===== src/verilog/pad_ctrl_defs.vh =====
// Register offsets, field widths and reset values of the pad control block
`ifndef PAD_CTRL_DEFS_VH
`define PAD_CTRL_DEFS_VH

// Byte offsets on the register bus (word aligned)
`define OFF_PA_SLEW      4'h0
`define OFF_PA_DRIVE     4'h4
`define OFF_PB_PULL      4'h8
`define OFF_PB_PULL_DIR  4'hC
`define OFF_PB_SLEW      8'h10
`define OFF_PB_DRIVE     8'h14
`define OFF_PB_PAD_STAT  8'h18

// Pin counts of the two ports
`define PA_PINS          5
`define PB_PINS          8

// Reset values of the control registers
`define RST_PA_CTRL      5'h00
`define RST_PB_CTRL      8'h00

`endif


===== src/verilog/pad_ctrl.v =====
// Pad control registers and gating for ports A and B, Wishbone slave
// How it works
// - A port B pin's pull device is on when its pull enable bit is 1.
// - The pull device is forced off while the pin's direction is output.
// - The pull device is forced off while a peripheral drives the pin.
// - The pull device is kept off while an analog function owns the pin.
// - Pull direction 0 selects the pull-up and 1 selects the pull-down.
// - The selected pull device acts only when its enable bit is set.
// - Each of five port A slew bits turns on slew limiting when 1.
// - Each of eight port B slew bits turns on slew limiting when 1.
// - Slew limiting is ignored for a pin that is an input.
// - Port A has five drive select bits, one per pin.
// - Port B has eight drive select bits, one per pin.
// - Pad settings live apart from data and direction; only drive select acts alone.
// - A direction bit of 1 makes the pin an output, 0 an input.
`include "pad_ctrl_defs.vh"
module pad_ctrl (
    // Clock and reset
    input  wire        clk_i,
    input  wire        rst_i,
    // Wishbone classic slave
    input  wire        cyc_i,
    input  wire        stb_i,
    input  wire        we_i,
    input  wire [7:0]  adr_i,
    input  wire [3:0]  sel_i,
    input  wire [31:0] dat_i,
    output reg  [31:0] dat_o,
    output reg         ack_o,
    output reg         err_o,
    // Port A pin ownership
    input  wire [4:0]  pa_dir_i,
    input  wire [4:0]  pa_periph_out_i,
    // Port B pin ownership
    input  wire [7:0]  pb_dir_i,
    input  wire [7:0]  pb_periph_out_i,
    input  wire [7:0]  pb_analog_i,
    // Port A pad controls
    output reg  [4:0]  pa_slew_o,
    output reg  [4:0]  pa_drive_hi_o,
    // Port B pad controls
    output reg  [7:0]  pb_pull_up_o,
    output reg  [7:0]  pb_pull_down_o,
    output reg  [7:0]  pb_slew_o,
    output reg  [7:0]  pb_drive_hi_o
);

    // Register file
    reg  [4:0]  port_a_slew_enable_r;
    reg  [4:0]  port_a_drive_select_r;
    reg  [7:0]  port_b_pull_enable_r;
    reg  [7:0]  port_b_pull_direction_r;
    reg  [7:0]  port_b_slew_enable_r;
    reg  [7:0]  port_b_drive_select_r;

    // Bus decode
    wire        req;
    wire        wr;
    wire        hit;
    reg  [31:0] rd_nxt;

    // Gated results of both ports
    wire [4:0]  a_slew;
    wire [4:0]  a_drive;
    wire [7:0]  b_up;
    wire [7:0]  b_down;
    wire [7:0]  b_slew;
    wire [7:0]  b_drive;

    // Port A write values, cut to the five pins on purpose
    wire [7:0]  a_slew_wr;
    wire [7:0]  a_drive_wr;

    // Byte lane 0 write merge; only lane 0 carries register bits
    function [7:0] merge;
        input [7:0] old;
        input [7:0] new_val;
        input       lane;
        begin
            merge = lane ? new_val : old;
        end
    endfunction

    // Known address check, used for ack and err
    function known;
        input [7:0] a;
        begin
            known = (a == {4'h0, `OFF_PA_SLEW})
                 || (a == {4'h0, `OFF_PA_DRIVE})
                 || (a == {4'h0, `OFF_PB_PULL})
                 || (a == {4'h0, `OFF_PB_PULL_DIR})
                 || (a == `OFF_PB_SLEW)
                 || (a == `OFF_PB_DRIVE)
                 || (a == `OFF_PB_PAD_STAT);
        end
    endfunction

    // One answer per request; the answer cycle itself takes no new request
    assign req = cyc_i & stb_i & ~ack_o & ~err_o;
    assign hit = known(adr_i);
    assign wr  = req & we_i & hit;

    // Upper three bits of a port A write are dropped, they hold no pin
    assign a_slew_wr  = merge({3'h0, port_a_slew_enable_r}, dat_i[7:0],
                              sel_i[0]);
    assign a_drive_wr = merge({3'h0, port_a_drive_select_r}, dat_i[7:0],
                              sel_i[0]);

    // Control registers, cleared on reset and kept apart from pin data
    always @(posedge clk_i) begin
        if (rst_i) begin
            port_a_slew_enable_r    <= `RST_PA_CTRL;
            port_a_drive_select_r   <= `RST_PA_CTRL;
            port_b_pull_enable_r    <= `RST_PB_CTRL;
            port_b_pull_direction_r <= `RST_PB_CTRL;
            port_b_slew_enable_r    <= `RST_PB_CTRL;
            port_b_drive_select_r   <= `RST_PB_CTRL;
        end else if (wr) begin
            case (adr_i)
                {4'h0, `OFF_PA_SLEW}: begin
                    port_a_slew_enable_r <= a_slew_wr[4:0];
                end
                {4'h0, `OFF_PA_DRIVE}: begin
                    port_a_drive_select_r <= a_drive_wr[4:0];
                end
                {4'h0, `OFF_PB_PULL}: begin
                    port_b_pull_enable_r <= merge(
                        port_b_pull_enable_r, dat_i[7:0], sel_i[0]);
                end
                {4'h0, `OFF_PB_PULL_DIR}: begin
                    port_b_pull_direction_r <= merge(
                        port_b_pull_direction_r, dat_i[7:0], sel_i[0]);
                end
                `OFF_PB_SLEW: begin
                    port_b_slew_enable_r <= merge(
                        port_b_slew_enable_r, dat_i[7:0], sel_i[0]);
                end
                `OFF_PB_DRIVE: begin
                    port_b_drive_select_r <= merge(
                        port_b_drive_select_r, dat_i[7:0], sel_i[0]);
                end
                default: begin
                end
            endcase
        end
    end

    // Port A has no pull or analog path in this block
    pad_gate #(
        .N(`PA_PINS)
    ) u_gate_a (
        .pull_en_i    (5'h00),
        .pull_dir_i   (5'h00),
        .slew_en_i    (port_a_slew_enable_r),
        .drive_sel_i  (port_a_drive_select_r),
        .dir_i        (pa_dir_i),
        .periph_out_i (pa_periph_out_i),
        .analog_i     (5'h00),
        .pull_up_o    (),
        .pull_down_o  (),
        .slew_o       (a_slew),
        .drive_hi_o   (a_drive)
    );

    // Port B uses the full gating
    pad_gate #(
        .N(`PB_PINS)
    ) u_gate_b (
        .pull_en_i    (port_b_pull_enable_r),
        .pull_dir_i   (port_b_pull_direction_r),
        .slew_en_i    (port_b_slew_enable_r),
        .drive_sel_i  (port_b_drive_select_r),
        .dir_i        (pb_dir_i),
        .periph_out_i (pb_periph_out_i),
        .analog_i     (pb_analog_i),
        .pull_up_o    (b_up),
        .pull_down_o  (b_down),
        .slew_o       (b_slew),
        .drive_hi_o   (b_drive)
    );

    // Pad outputs registered so the pads see glitch-free levels
    always @(posedge clk_i) begin
        if (rst_i) begin
            pa_slew_o      <= 5'h00;
            pa_drive_hi_o  <= 5'h00;
            pb_pull_up_o   <= 8'h00;
            pb_pull_down_o <= 8'h00;
            pb_slew_o      <= 8'h00;
            pb_drive_hi_o  <= 8'h00;
        end else begin
            pa_slew_o      <= a_slew;
            pa_drive_hi_o  <= a_drive;
            pb_pull_up_o   <= b_up;
            pb_pull_down_o <= b_down;
            pb_slew_o      <= b_slew;
            pb_drive_hi_o  <= b_drive;
        end
    end

    // Read mux; status word shows which port B pulls are really active
    always @* begin
        rd_nxt = 32'h0000_0000;
        case (adr_i)
            {4'h0, `OFF_PA_SLEW}:     rd_nxt[4:0] = port_a_slew_enable_r;
            {4'h0, `OFF_PA_DRIVE}:    rd_nxt[4:0] = port_a_drive_select_r;
            {4'h0, `OFF_PB_PULL}:     rd_nxt[7:0] = port_b_pull_enable_r;
            {4'h0, `OFF_PB_PULL_DIR}: rd_nxt[7:0] = port_b_pull_direction_r;
            `OFF_PB_SLEW:             rd_nxt[7:0] = port_b_slew_enable_r;
            `OFF_PB_DRIVE:            rd_nxt[7:0] = port_b_drive_select_r;
            `OFF_PB_PAD_STAT:         rd_nxt[15:0] = {pb_pull_down_o,
                                                      pb_pull_up_o};
            default:                  rd_nxt = 32'h0000_0000;
        endcase
    end

    // Answer one cycle after the request; unmapped gets err
    always @(posedge clk_i) begin
        if (rst_i) begin
            ack_o <= 1'b0;
            err_o <= 1'b0;
            dat_o <= 32'h0000_0000;
        end else begin
            ack_o <= req & hit;
            err_o <= req & ~hit;
            dat_o <= (req & hit & ~we_i) ? rd_nxt : 32'h0000_0000;
        end
    end

    // Data and direction registers are outside; direction, peripheral and analog levels gate
    // the pull device, direction and peripheral levels gate slew limiting, drive select acts on its own

endmodule // pad_ctrl


===== src/verilog/pad_gate.v =====
// Per-pin gating of pull and slew controls for one port; drive select passes through ungated
module pad_gate #(
    parameter N = 8
) (
    // Control bits from registers
    input  wire [N-1:0] pull_en_i,
    input  wire [N-1:0] pull_dir_i,
    input  wire [N-1:0] slew_en_i,
    input  wire [N-1:0] drive_sel_i,
    // Pin ownership from the I/O logic
    input  wire [N-1:0] dir_i,
    input  wire [N-1:0] periph_out_i,
    input  wire [N-1:0] analog_i,
    // Gated pad controls
    output wire [N-1:0] pull_up_o,
    output wire [N-1:0] pull_down_o,
    output wire [N-1:0] slew_o,
    output wire [N-1:0] drive_hi_o
);

    wire [N-1:0] is_out;
    wire [N-1:0] pull_on;

    // A pin is an output when its direction bit or a peripheral drives it
    assign is_out  = dir_i | periph_out_i;
    // Pull only when enabled and not driven nor analog
    assign pull_on = pull_en_i & ~is_out & ~analog_i;
    // Direction 0 pulls up, 1 pulls down; nothing without enable
    assign pull_up_o   = pull_on & ~pull_dir_i;
    assign pull_down_o = pull_on & pull_dir_i;
    // Slew limiting means nothing on an input pin
    assign slew_o      = slew_en_i & is_out;
    // Drive select 1 is high drive
    assign drive_hi_o  = drive_sel_i;

endmodule // pad_gate


===== config.mk =====
export PLATFORM = sky130hd
export DESIGN_NAME = pad_ctrl
export DESIGN_NICKNAME = d
export VERILOG_FILES = /design/src/verilog/pad_ctrl.v /design/src/verilog/pad_gate.v
export VERILOG_INCLUDE_DIRS = /design/src /design/src/verilog
export SDC_FILE = /design/constraint.sdc
export NUM_CORES = 1
export LEC_CHECK = 0
export BUFFER_PORTS_ARGS = -buffer_cell sky130_fd_sc_hd__buf_2
export CAP_MARGIN = 40
export CORE_MARGIN = 4
export CORE_UTILIZATION = 35
export CTS_CLUSTER_DIAMETER = 120
export DETAILED_ROUTE_END_ITERATION = 6
export PLACE_DENSITY = 0.61
export SLEW_MARGIN = 40
export SYNTH_ARGS = -nofsm -noshare
export SYNTH_HDL_FRONTEND = slang
export SYNTH_HIERARCHICAL = 1
export SYNTH_SLANG_ARGS = --single-unit

===== constraint.sdc =====
create_clock -name clk_i -period 1.88 [get_ports clk_i]
set_input_delay 0.376 -clock clk_i [delete_from_list [all_inputs] [get_ports clk_i]]
set_output_delay 0.376 -clock clk_i [all_outputs]
set_load 0.01 [all_outputs]

* Yosys cells after proc, flatten, opt, wreduce, memory -nomap -nowiden *
Cells that the tools add are included.

word-level totals
  output and inout port bits = 76
  register bits after elaboration = 118
  word-level logic and storage cells = 65

operators by class
  muxes and demuxes = 2
  bitwise logic cells = 25
  reductions and logical operators = 15
  equal/unequal tests = 6

operators by type and width
  operator            number
  $and 8x8->8         5
  $pmux 5 s7          1
  $eq 8x5->1 const B  3
  $not 8->8           3
  $reduce_and 3->1    6
  $eq 8x4->1 const B  2
  $pmux 3 s5          1
  $and 1x1->1         8
  $eq 8x3->1 const B  1
  $logic_not 8->1     1
  $or 8x8->8          1
  $logic_or 1x1->1    6
  $not 1->1           6
  $and 5x5->5         1
  $or 5x5->5          1
  $reduce_or 3->1     1
  $reduce_or 2->1     1

* Depth between registers and ports, before layout *
Gate-level depths: netlist (run 1).

  depth in word-level cells = 11
  mapped depth = 7
  gate-level depth less buffers = 4

* Modules after synthesis *
The synthesis (run 1) kept the hierarchy.

modules (own cells, without submodules)
  module                area each (µm²)  times used  cells each
  pad_ctrl              3913.8           1           375
  pad_gate at u_gate_b  339.1            1           40
  pad_gate at u_gate_a  219.0            1           25

* Worst setup path after synthesis (run 1) *
Ideal clock, no wire load.

  path kind = input-to-reg
  start point = in adr_i[1]
  end point = reg port_a_drive_select_r[0]
  data required time = 1.808 ns
  slack = 0.010 ns
  stages on the path = 5
  data arrival time = 1.798 ns
  path buffers = 1
  cell sequence = or4_4 nor4_4 and3_1 buf_4 mux2i_1

on the way
  cells in the longest elaborated chain, start to end = 9

RTL lines
  what                                                  RTL line                                      RTL
  start: declaration                                    pad_ctrl.v:25                                 input wire [7:0] adr_i,
  $eq 8x3->1 / $logic_not 8->1 (equally long branches)  pad_ctrl.v:89, pad_ctrl.v:119, pad_ctrl.v:88
  $logic_or 1x1->1 (6 in series)                        pad_ctrl.v:88                                 known = (a == {4'h0, `OFF_PA_SLEW})
  $and 1x1->1                                           pad_ctrl.v:101                                assign wr = req & we_i & hit;
  $reduce_and 3->1 (no source line) *                   n/a
  end signal: assignment                                pad_ctrl.v:113                                port_a_drive_select_r <= `RST_PA_CTRL;
  end signal: assignment                                pad_ctrl.v:124                                port_a_drive_select_r <= a_drive_wr[4:0];
  end: declaration                                      pad_ctrl.v:50                                 reg [4:0] port_a_drive_select_r;

Mark *: on every way between the ends. The rest lies on a longest branch, timed or not.
A chain may end at the register's enable or synchronous reset.

* Final worst setup path (run 1) *
  start point = reg err_o
  end point = reg port_b_pull_direction_r[5]

on the way
  cells in the longest elaborated chain, start to end = 5

RTL lines
  what                               RTL line        RTL
  start: declaration                 pad_ctrl.v:30   output reg err_o,
  start signal: assignment           pad_ctrl.v:225  err_o <= req & ~hit;
  $not 1->1                          pad_ctrl.v:99   assign req = cyc_i & stb_i & ~ack_o & ~err_o;
  $and 1x1->1                        pad_ctrl.v:99
  $and 1x1->1 (2 in series)          pad_ctrl.v:101
  $reduce_and 3->1 (no source line)  n/a
  end signal: assignment             pad_ctrl.v:115  port_b_pull_direction_r <= `RST_PB_CTRL;
  end signal: assignment             pad_ctrl.v:131  port_b_pull_direction_r <= merge(
  end: declaration                   pad_ctrl.v:52   reg [7:0] port_b_pull_direction_r;

Every way passes these cells.

==> results of run 1 <==
power by group through the flow:
| stage | Clock, uW | Sequential [uW] | Combinational (uW) |
|---|---|---|---|
| CTS | 1910 | 2160 | 257 |
| floorplan | 0 | 2210 | 149 |
| detailed placement | 0 | 2210 | 256 |
| global route | 2000 | 2160 | 282 |
| finish | 1870 | 2160 | 260 |
| global placement | 0 | 2210 | 252 |
sequential cells by signal (all words and copies together) (netlist names):
name,cells
dat_o,16
pb_drive_hi_o,8
pb_pull_down_o,8
pb_pull_up_o,8
pb_slew_o,8
port_b_drive_select_r,8
port_b_pull_direction_r,8
port_b_pull_enable_r,8
port_b_slew_enable_r,8
pa_drive_hi_o,5
pa_slew_o,5
port_a_drive_select_r,5
port_a_slew_enable_r,5
ack_o,1
err_o,1
path summary, 6_finish.rpt:
| kind | end | cells after the start | from |
|---|---|---|---|
| setup / recovery | port_b_pull_direction_r[5]$_SDFFE_PP0P_ | 5 | err_o$_SDFF_PP0_ |
| hold / removal | port_b_pull_enable_r[6]$_SDFFE_PP0P_ | 3 | dat_i[6] |
| setup reg to reg | port_b_pull_direction_r[5]$_SDFFE_PP0P_ | 5 | err_o$_SDFF_PP0_ |
| hold reg to reg | dat_o[8]$_SDFF_PP0_ | 1 | pb_pull_down_o[0]$_SDFF_PP0_ |
repair_timing:
item / 4_1_cts / 5_1_grt
gates resized for setup: 0 / 1
hold buffers: 0 / 0
setup endpoints to repair: 0 / 4
cell type report:
cell class              count  share of cell area
multi-input cells         292               0.379
flip-flops and latches    102               0.376
repair buffers            145               0.150
clock buffers              11              0.0447
well taps                 168              0.0387
clock inverters             5              0.0108
inverters                   1            0.000692
cells in the final DEF, fill, tap and decap left out, types with 2 or more instances in the layout:
master / n
nand2_1: 3
mux2i_1: 42
nand2b_1: 27
nand4_1: 3
a21oi_1: 14
and3_1: 4
mux4_2: 3
mux2_2: 2
nor2b_1: 56
a211oi_1: 2
dfxtp_1: 102
buf_4: 29
a311oi_1: 4
nand3b_1: 5
conb_1: 16
and2_1: 10
o21ai_0: 11
nor4b_1: 2
clkinvlp_4: 2
nor4_1: 3
nand3_1: 12
and4b_1: 7
o21a_1: 2
buf_2: 115
nor2_1: 39
clkbuf_16: 9
and4bb_2: 7
routing by layer:
metal,track usage,vias up
met5,0,-
met4,0.0773,2
met2,0.258,107
li1,-,1677
met1,0.191,1570
met3,0.0499,20
worst register-to-register path, delay by kind of cell, from the launching register on:
family,cells,cell delay [ns]
buffers and inverters,1,0.18
muxes,1,0.18
DFF,1,0.33
and+or+nand+nor,3,0.96
through the flow:
step	cells	hold WS, ns	power (uW)
2_1_floorplan	444	0.456	2360
3_3_place_gp	708	0.432	2460
3_5_place_dp	708	0.441	2470
4_1_cts	724	0.303	4330
5_1_grt	724	0.318	4440
6_report	724	0.309	4290
==> qor.yml, run 1 <==
outcome:
  status: "finished clean"
place:
  dpl.hpwl_um: 8210
  postPlaceCellArea_um2: 5120
  io_buffer_count: 115
  dpl_worst_slack_ns: -0.259
  gp_congestion: 0.920
clock_tree:
  ctsHtreeMaxLevel: 3
  cts_sinks: 102
  clock_latency_ns: 0.35
  cts_buffer_depth: 2
  cts_setup_buffers: 0
  numCtsBuffers: 9
  cts_root_buf: "clkbuf_16"
  clk_pin_slew_ns: 0.07
  cts_tree: "yes"
drt:
  wirelength_um: 11300
  drt_first_iter_violations: 214
  wl_met3_um: 767
  ant_nets: 0
  vias: 3376
  detail_route.wl_per_cell_um: 15.6
  highest_layer: "met5"
  wl_met2_um: 5260
  wl_met1_um: 4950
  drc: 0
  viasPerCell: 4.66
  first_pass_iters: 4
final_layout:
  final_core_util: 0.450
  seq_area_um2: 2040
  nets: 634
  diodes: 0
  multiInputGateArea_um2: 2050
  fillerInstances: 1133
  layout-drive-gt1-share: 0.329
  area_growth_pct: 25.1
  finish.instance_area_um2: 5430
global_routing:
  track_usage: 0.159
  grt_pass1_vias: 3391
  grt_max_degree: 94
  antenna_found_initial: 1
  grt_pass1_wl_um: 17400
  globalRouteOverflowTotal: 0
floorplan:
  ios: 159
  die_h_um: 119
  coreArea_um2: 12100
  initial_utilization: 0.360
  rows: 40
  die_w_um: 119
  fp.dieArea_um2: 14200
critical_path:
  worstPathBufferInverterCount: 1
  startpoint_type: "register"
  critical_path.top_delay_family: "simple AND/OR/NAND/NOR gates"
  regToRegSetupSlack_ns: 0.12
  cp_cell_sequence: "nand4bb_1, nor4_4, buf_4, nand3_4, mux2i_1"
  critPathKind: "register to register"
  critPathSlowestCell: "nand4bb_1"
  critPathRequiredTime_ns: 2.10
  worstPathMaxFanout: 8
  worst_path_largest_cell_delay_ns: 0.40
  cp_data_arrival_time_ns: 1.98
  crit_path_end_kind: "register"
power_and_ir_drop:
  power_switching_uw: 954
  power_density_nw_per_um2: 791
  p_seq_frac: 0.504
  p_clk_frac: 0.436
  p_comb_frac: 0.061
  p_sw_frac: 0.223
  vdd_drop_max_v: 0.000550
  internal_power_uw: 3340
  p_leak_uw: 0.00256
sta:
  clock_skew_ns: 0.00960
  setup_tns_ns: 0
  setup_violations: 0
  period_share: 0.934
  hold_viol: 0
  setup_slack_ns: 0.125
  maxSlewViolCount: 0
  max_freq_mhz: 570
  final.min_clock_period_ns: 1.76
  rsz0062_at_grt: "false"
job:
  max_cap_violations: 0
yosys:
  syn_avg_cell_area_um2: 10.1
  synth_area_um2: 4340
  yosys_warnings: 6
  postSynthCellCount: 429
hold_path:
  hp-class: "input pin to register"
No activity file was read; power rests on OpenSTA's default activity.
==> inputs of run 2 (changes only) <==
--- a/config.mk
+++ b/config.mk
@@ -12,6 +12,7 @@
 export CORE_UTILIZATION = 35
 export CTS_CLUSTER_DIAMETER = 120
 export DETAILED_ROUTE_END_ITERATION = 6
+export GPL_TIMING_DRIVEN = 0
 export PLACE_DENSITY = 0.61
 export SLEW_MARGIN = 40
 export SYNTH_ARGS = -nofsm -noshare
==> run 2 against run 1 <==
Critical path depth increased by 1. Core utilization increased by 1.5 points. Final cell count rose by 3.7%. Routed wire length grew 13%. Combinational power rose by 11%. Sequential share of layout area is 1.2 points lower. Non-clock buffer count up 26. Sequential power about the same. Critical endpoint is now port_b_pull_enable_r[7]$_SDFFE_PP0P_. Largest power group unchanged.
==> qor.yml, run 2 (synthesis results as in run 1) <==
outcome:
  status: "finished clean"
final_layout:
  layout_common_cells: "buf_2, dfxtp_1, nor2b_1"
  layout-drive-gt1-share: 0.342  # +0.0128
  largest_reg_flops: 16  # unchanged
  area_growth_pct: 29.3
  fillerInstances: 1142  # +0.79%
  finish.instance_area_um2: 5610  # +3.4%
  largest_register: "dat_o"
  nets: 660  # +4.1%
  final_common_cell: "buf_2"
clock_tree:
  ctsHtreeMaxLevel: 3  # unchanged
  cts_tree: "yes"
  numCtsBuffers: 9  # unchanged
  cts_buffer_depth: 2  # unchanged
  clock_latency_ns: 0.35  # about the same
  ctsHoldBuffers: 0  # unchanged
  clk_pin_slew_ns: 0.07  # about the same
  cts_root_buf: "clkbuf_16"
  cts_sinks: 102  # unchanged
sta:
  relSlewSlack: 0.532
  maxSlewViolCount: 0  # unchanged
  period_share: 0.964  # +0.0307
  tightestPinTransition_ns: 0.702
  clock_skew_ns: 0.0101  # +0.000509 ns
  rsz0062_at_grt: "false"
  final.min_clock_period_ns: 1.81  # +0.0576 ns
  setup_violations: 0  # unchanged
  hold_viol: 0  # unchanged
  max_freq_mhz: 552  # -3.2%
drt:
  detail_route.wl_per_cell_um: 17.0  # +9.2%
  first_pass_iters: 5  # +1
  vias: 3584  # +6.2%
  viasPerCell: 4.77  # +2.3%
  drt_first_iter_violations: 203  # -5.1%
  wirelength_um: 12800  # +13%
  ant_nets: 0  # unchanged
  drc: 0  # unchanged
floorplan:
  ios: 159  # unchanged
  initial_utilization: 0.360  # unchanged
  die_w_um: 119  # unchanged
  die_h_um: 119  # unchanged
  fp.dieArea_um2: 14200  # unchanged
  coreArea_um2: 12100  # unchanged
  rows: 40  # unchanged
critical_path:
  critPathKind: "input pin to register"
  crit_path_end_kind: "register"
  critPathRequiredTime_ns: 2.15  # +0.05 ns
  regToRegSetupSlack_ns: 0.10  # -0.02 ns
  startpoint_type: "input pin"
  worstPathMaxFanout: 9  # +1
  cp_data_arrival_time_ns: 2.09  # +0.11 ns
hold_path:
  hp-class: "input pin to register"
job:
  max_cap_violations: 0  # unchanged
global_routing:
  grt_max_degree: 17  # -82%
  globalRouteOverflowTotal: 0  # unchanged
  grt_pass1_wl_um: 18800  # +8.2%
  grt_pass1_vias: 3432  # +1.2%
  antenna_found_initial: 0  # -1
  track_usage: 0.175  # +0.0158
place:
  postPlaceCellArea_um2: 5180  # +1.2%
  io_buffer_count: 113  # -1.7%
  dpl.hpwl_um: 9220  # +12%
  gp_congestion: 0.885  # -3.9%
power_and_ir_drop:
  vdd_drop_max_v: 0.000362  # -34%
  p_leak_uw: 0.00267  # +4.3%
  power_density_nw_per_um2: 797  # +0.83%
  power.total_uw: 4470  # +4.2%
-- run 2: metal layers --
layer	global-route usage	share of wire
met5	0	0
met4	0.0737	0.028
met3	0.0513	0.074
met2	0.284	0.46
met1	0.216	0.43
-- run 2: power by group --
| group | internal, uW | leakage, uW | switching [uW] |
|---|---|---|---|
| sequential | 2160 | 0.000821 | 0.961 |
| clock | 1200 | 0.000154 | 825 |
| combinational | 112 | 0.00169 | 175 |
| total | 3470 | 0.00267 | 1000 |
-- run 2: cell type report --
cell class	instances	area (um2)	share of cell area
inverters	1	3.75	0.000669
repair buffers	122	649	0.116
clock inverters	6	85.1	0.0152
flip-flops and latches	102	2040	0.364
well taps	168	210	0.0375
diodes	1	2.50	0.000446
plain buffers	49	303	0.0540
clock buffers	10	239	0.0426
multi-input cells	292	2070	0.370
-- run 2: critical path, stage by stage --
cell,delay [ns]
buf_2,0.18
or3b_2,0.45
clkbuf_1,0.28
nor3_4,0.48
nand3_1,0.15
a21oi_1,0.16
-- run 2: worst paths after layout --
kind,from,end,depth (start not counted)
worst min-delay path,dat_i[5],port_b_drive_select_r[5]$_SDFFE_PP0P_,3
worst max register to register,err_o$_SDFF_PP0_,port_b_pull_direction_r[4]$_SDFFE_PP0P_,5
worst max-delay path,adr_i[2],port_b_pull_enable_r[7]$_SDFFE_PP0P_,6
worst min register to register,pb_pull_down_o[7]$_SDFF_PP0_,dat_o[15]$_SDFF_PP0_,1
-- run 2: per-stage QoR --
| stage | utilization | setup WS, ns | TNS (ns) | hold WS (ns) | cells |
|---|---|---|---|---|---|
| 3_3_place_gp | 0.429 | -0.624 | -22.45 | 0.433 | 725 |
| 2_1_floorplan | - | 0.0100 | 0 | 0.456 | 444 |
| 6_report | 0.465 | 0.0671 | 0 | 0.315 | 751 |
| 5_1_grt | 0.465 | 0.0116 | 0 | 0.316 | 750 |
| 4_1_cts | 0.461 | 0.0117 | 0 | 0.306 | 747 |
| 3_5_place_dp | 0.430 | -0.726 | -21.25 | 0.436 | 726 |
-- run 2: what timing repair did --
item,CTS,global route
pin swaps,3,2
resized for setup,4,4
endpoints found under the setup margin,36,32
buffers inserted,5,3
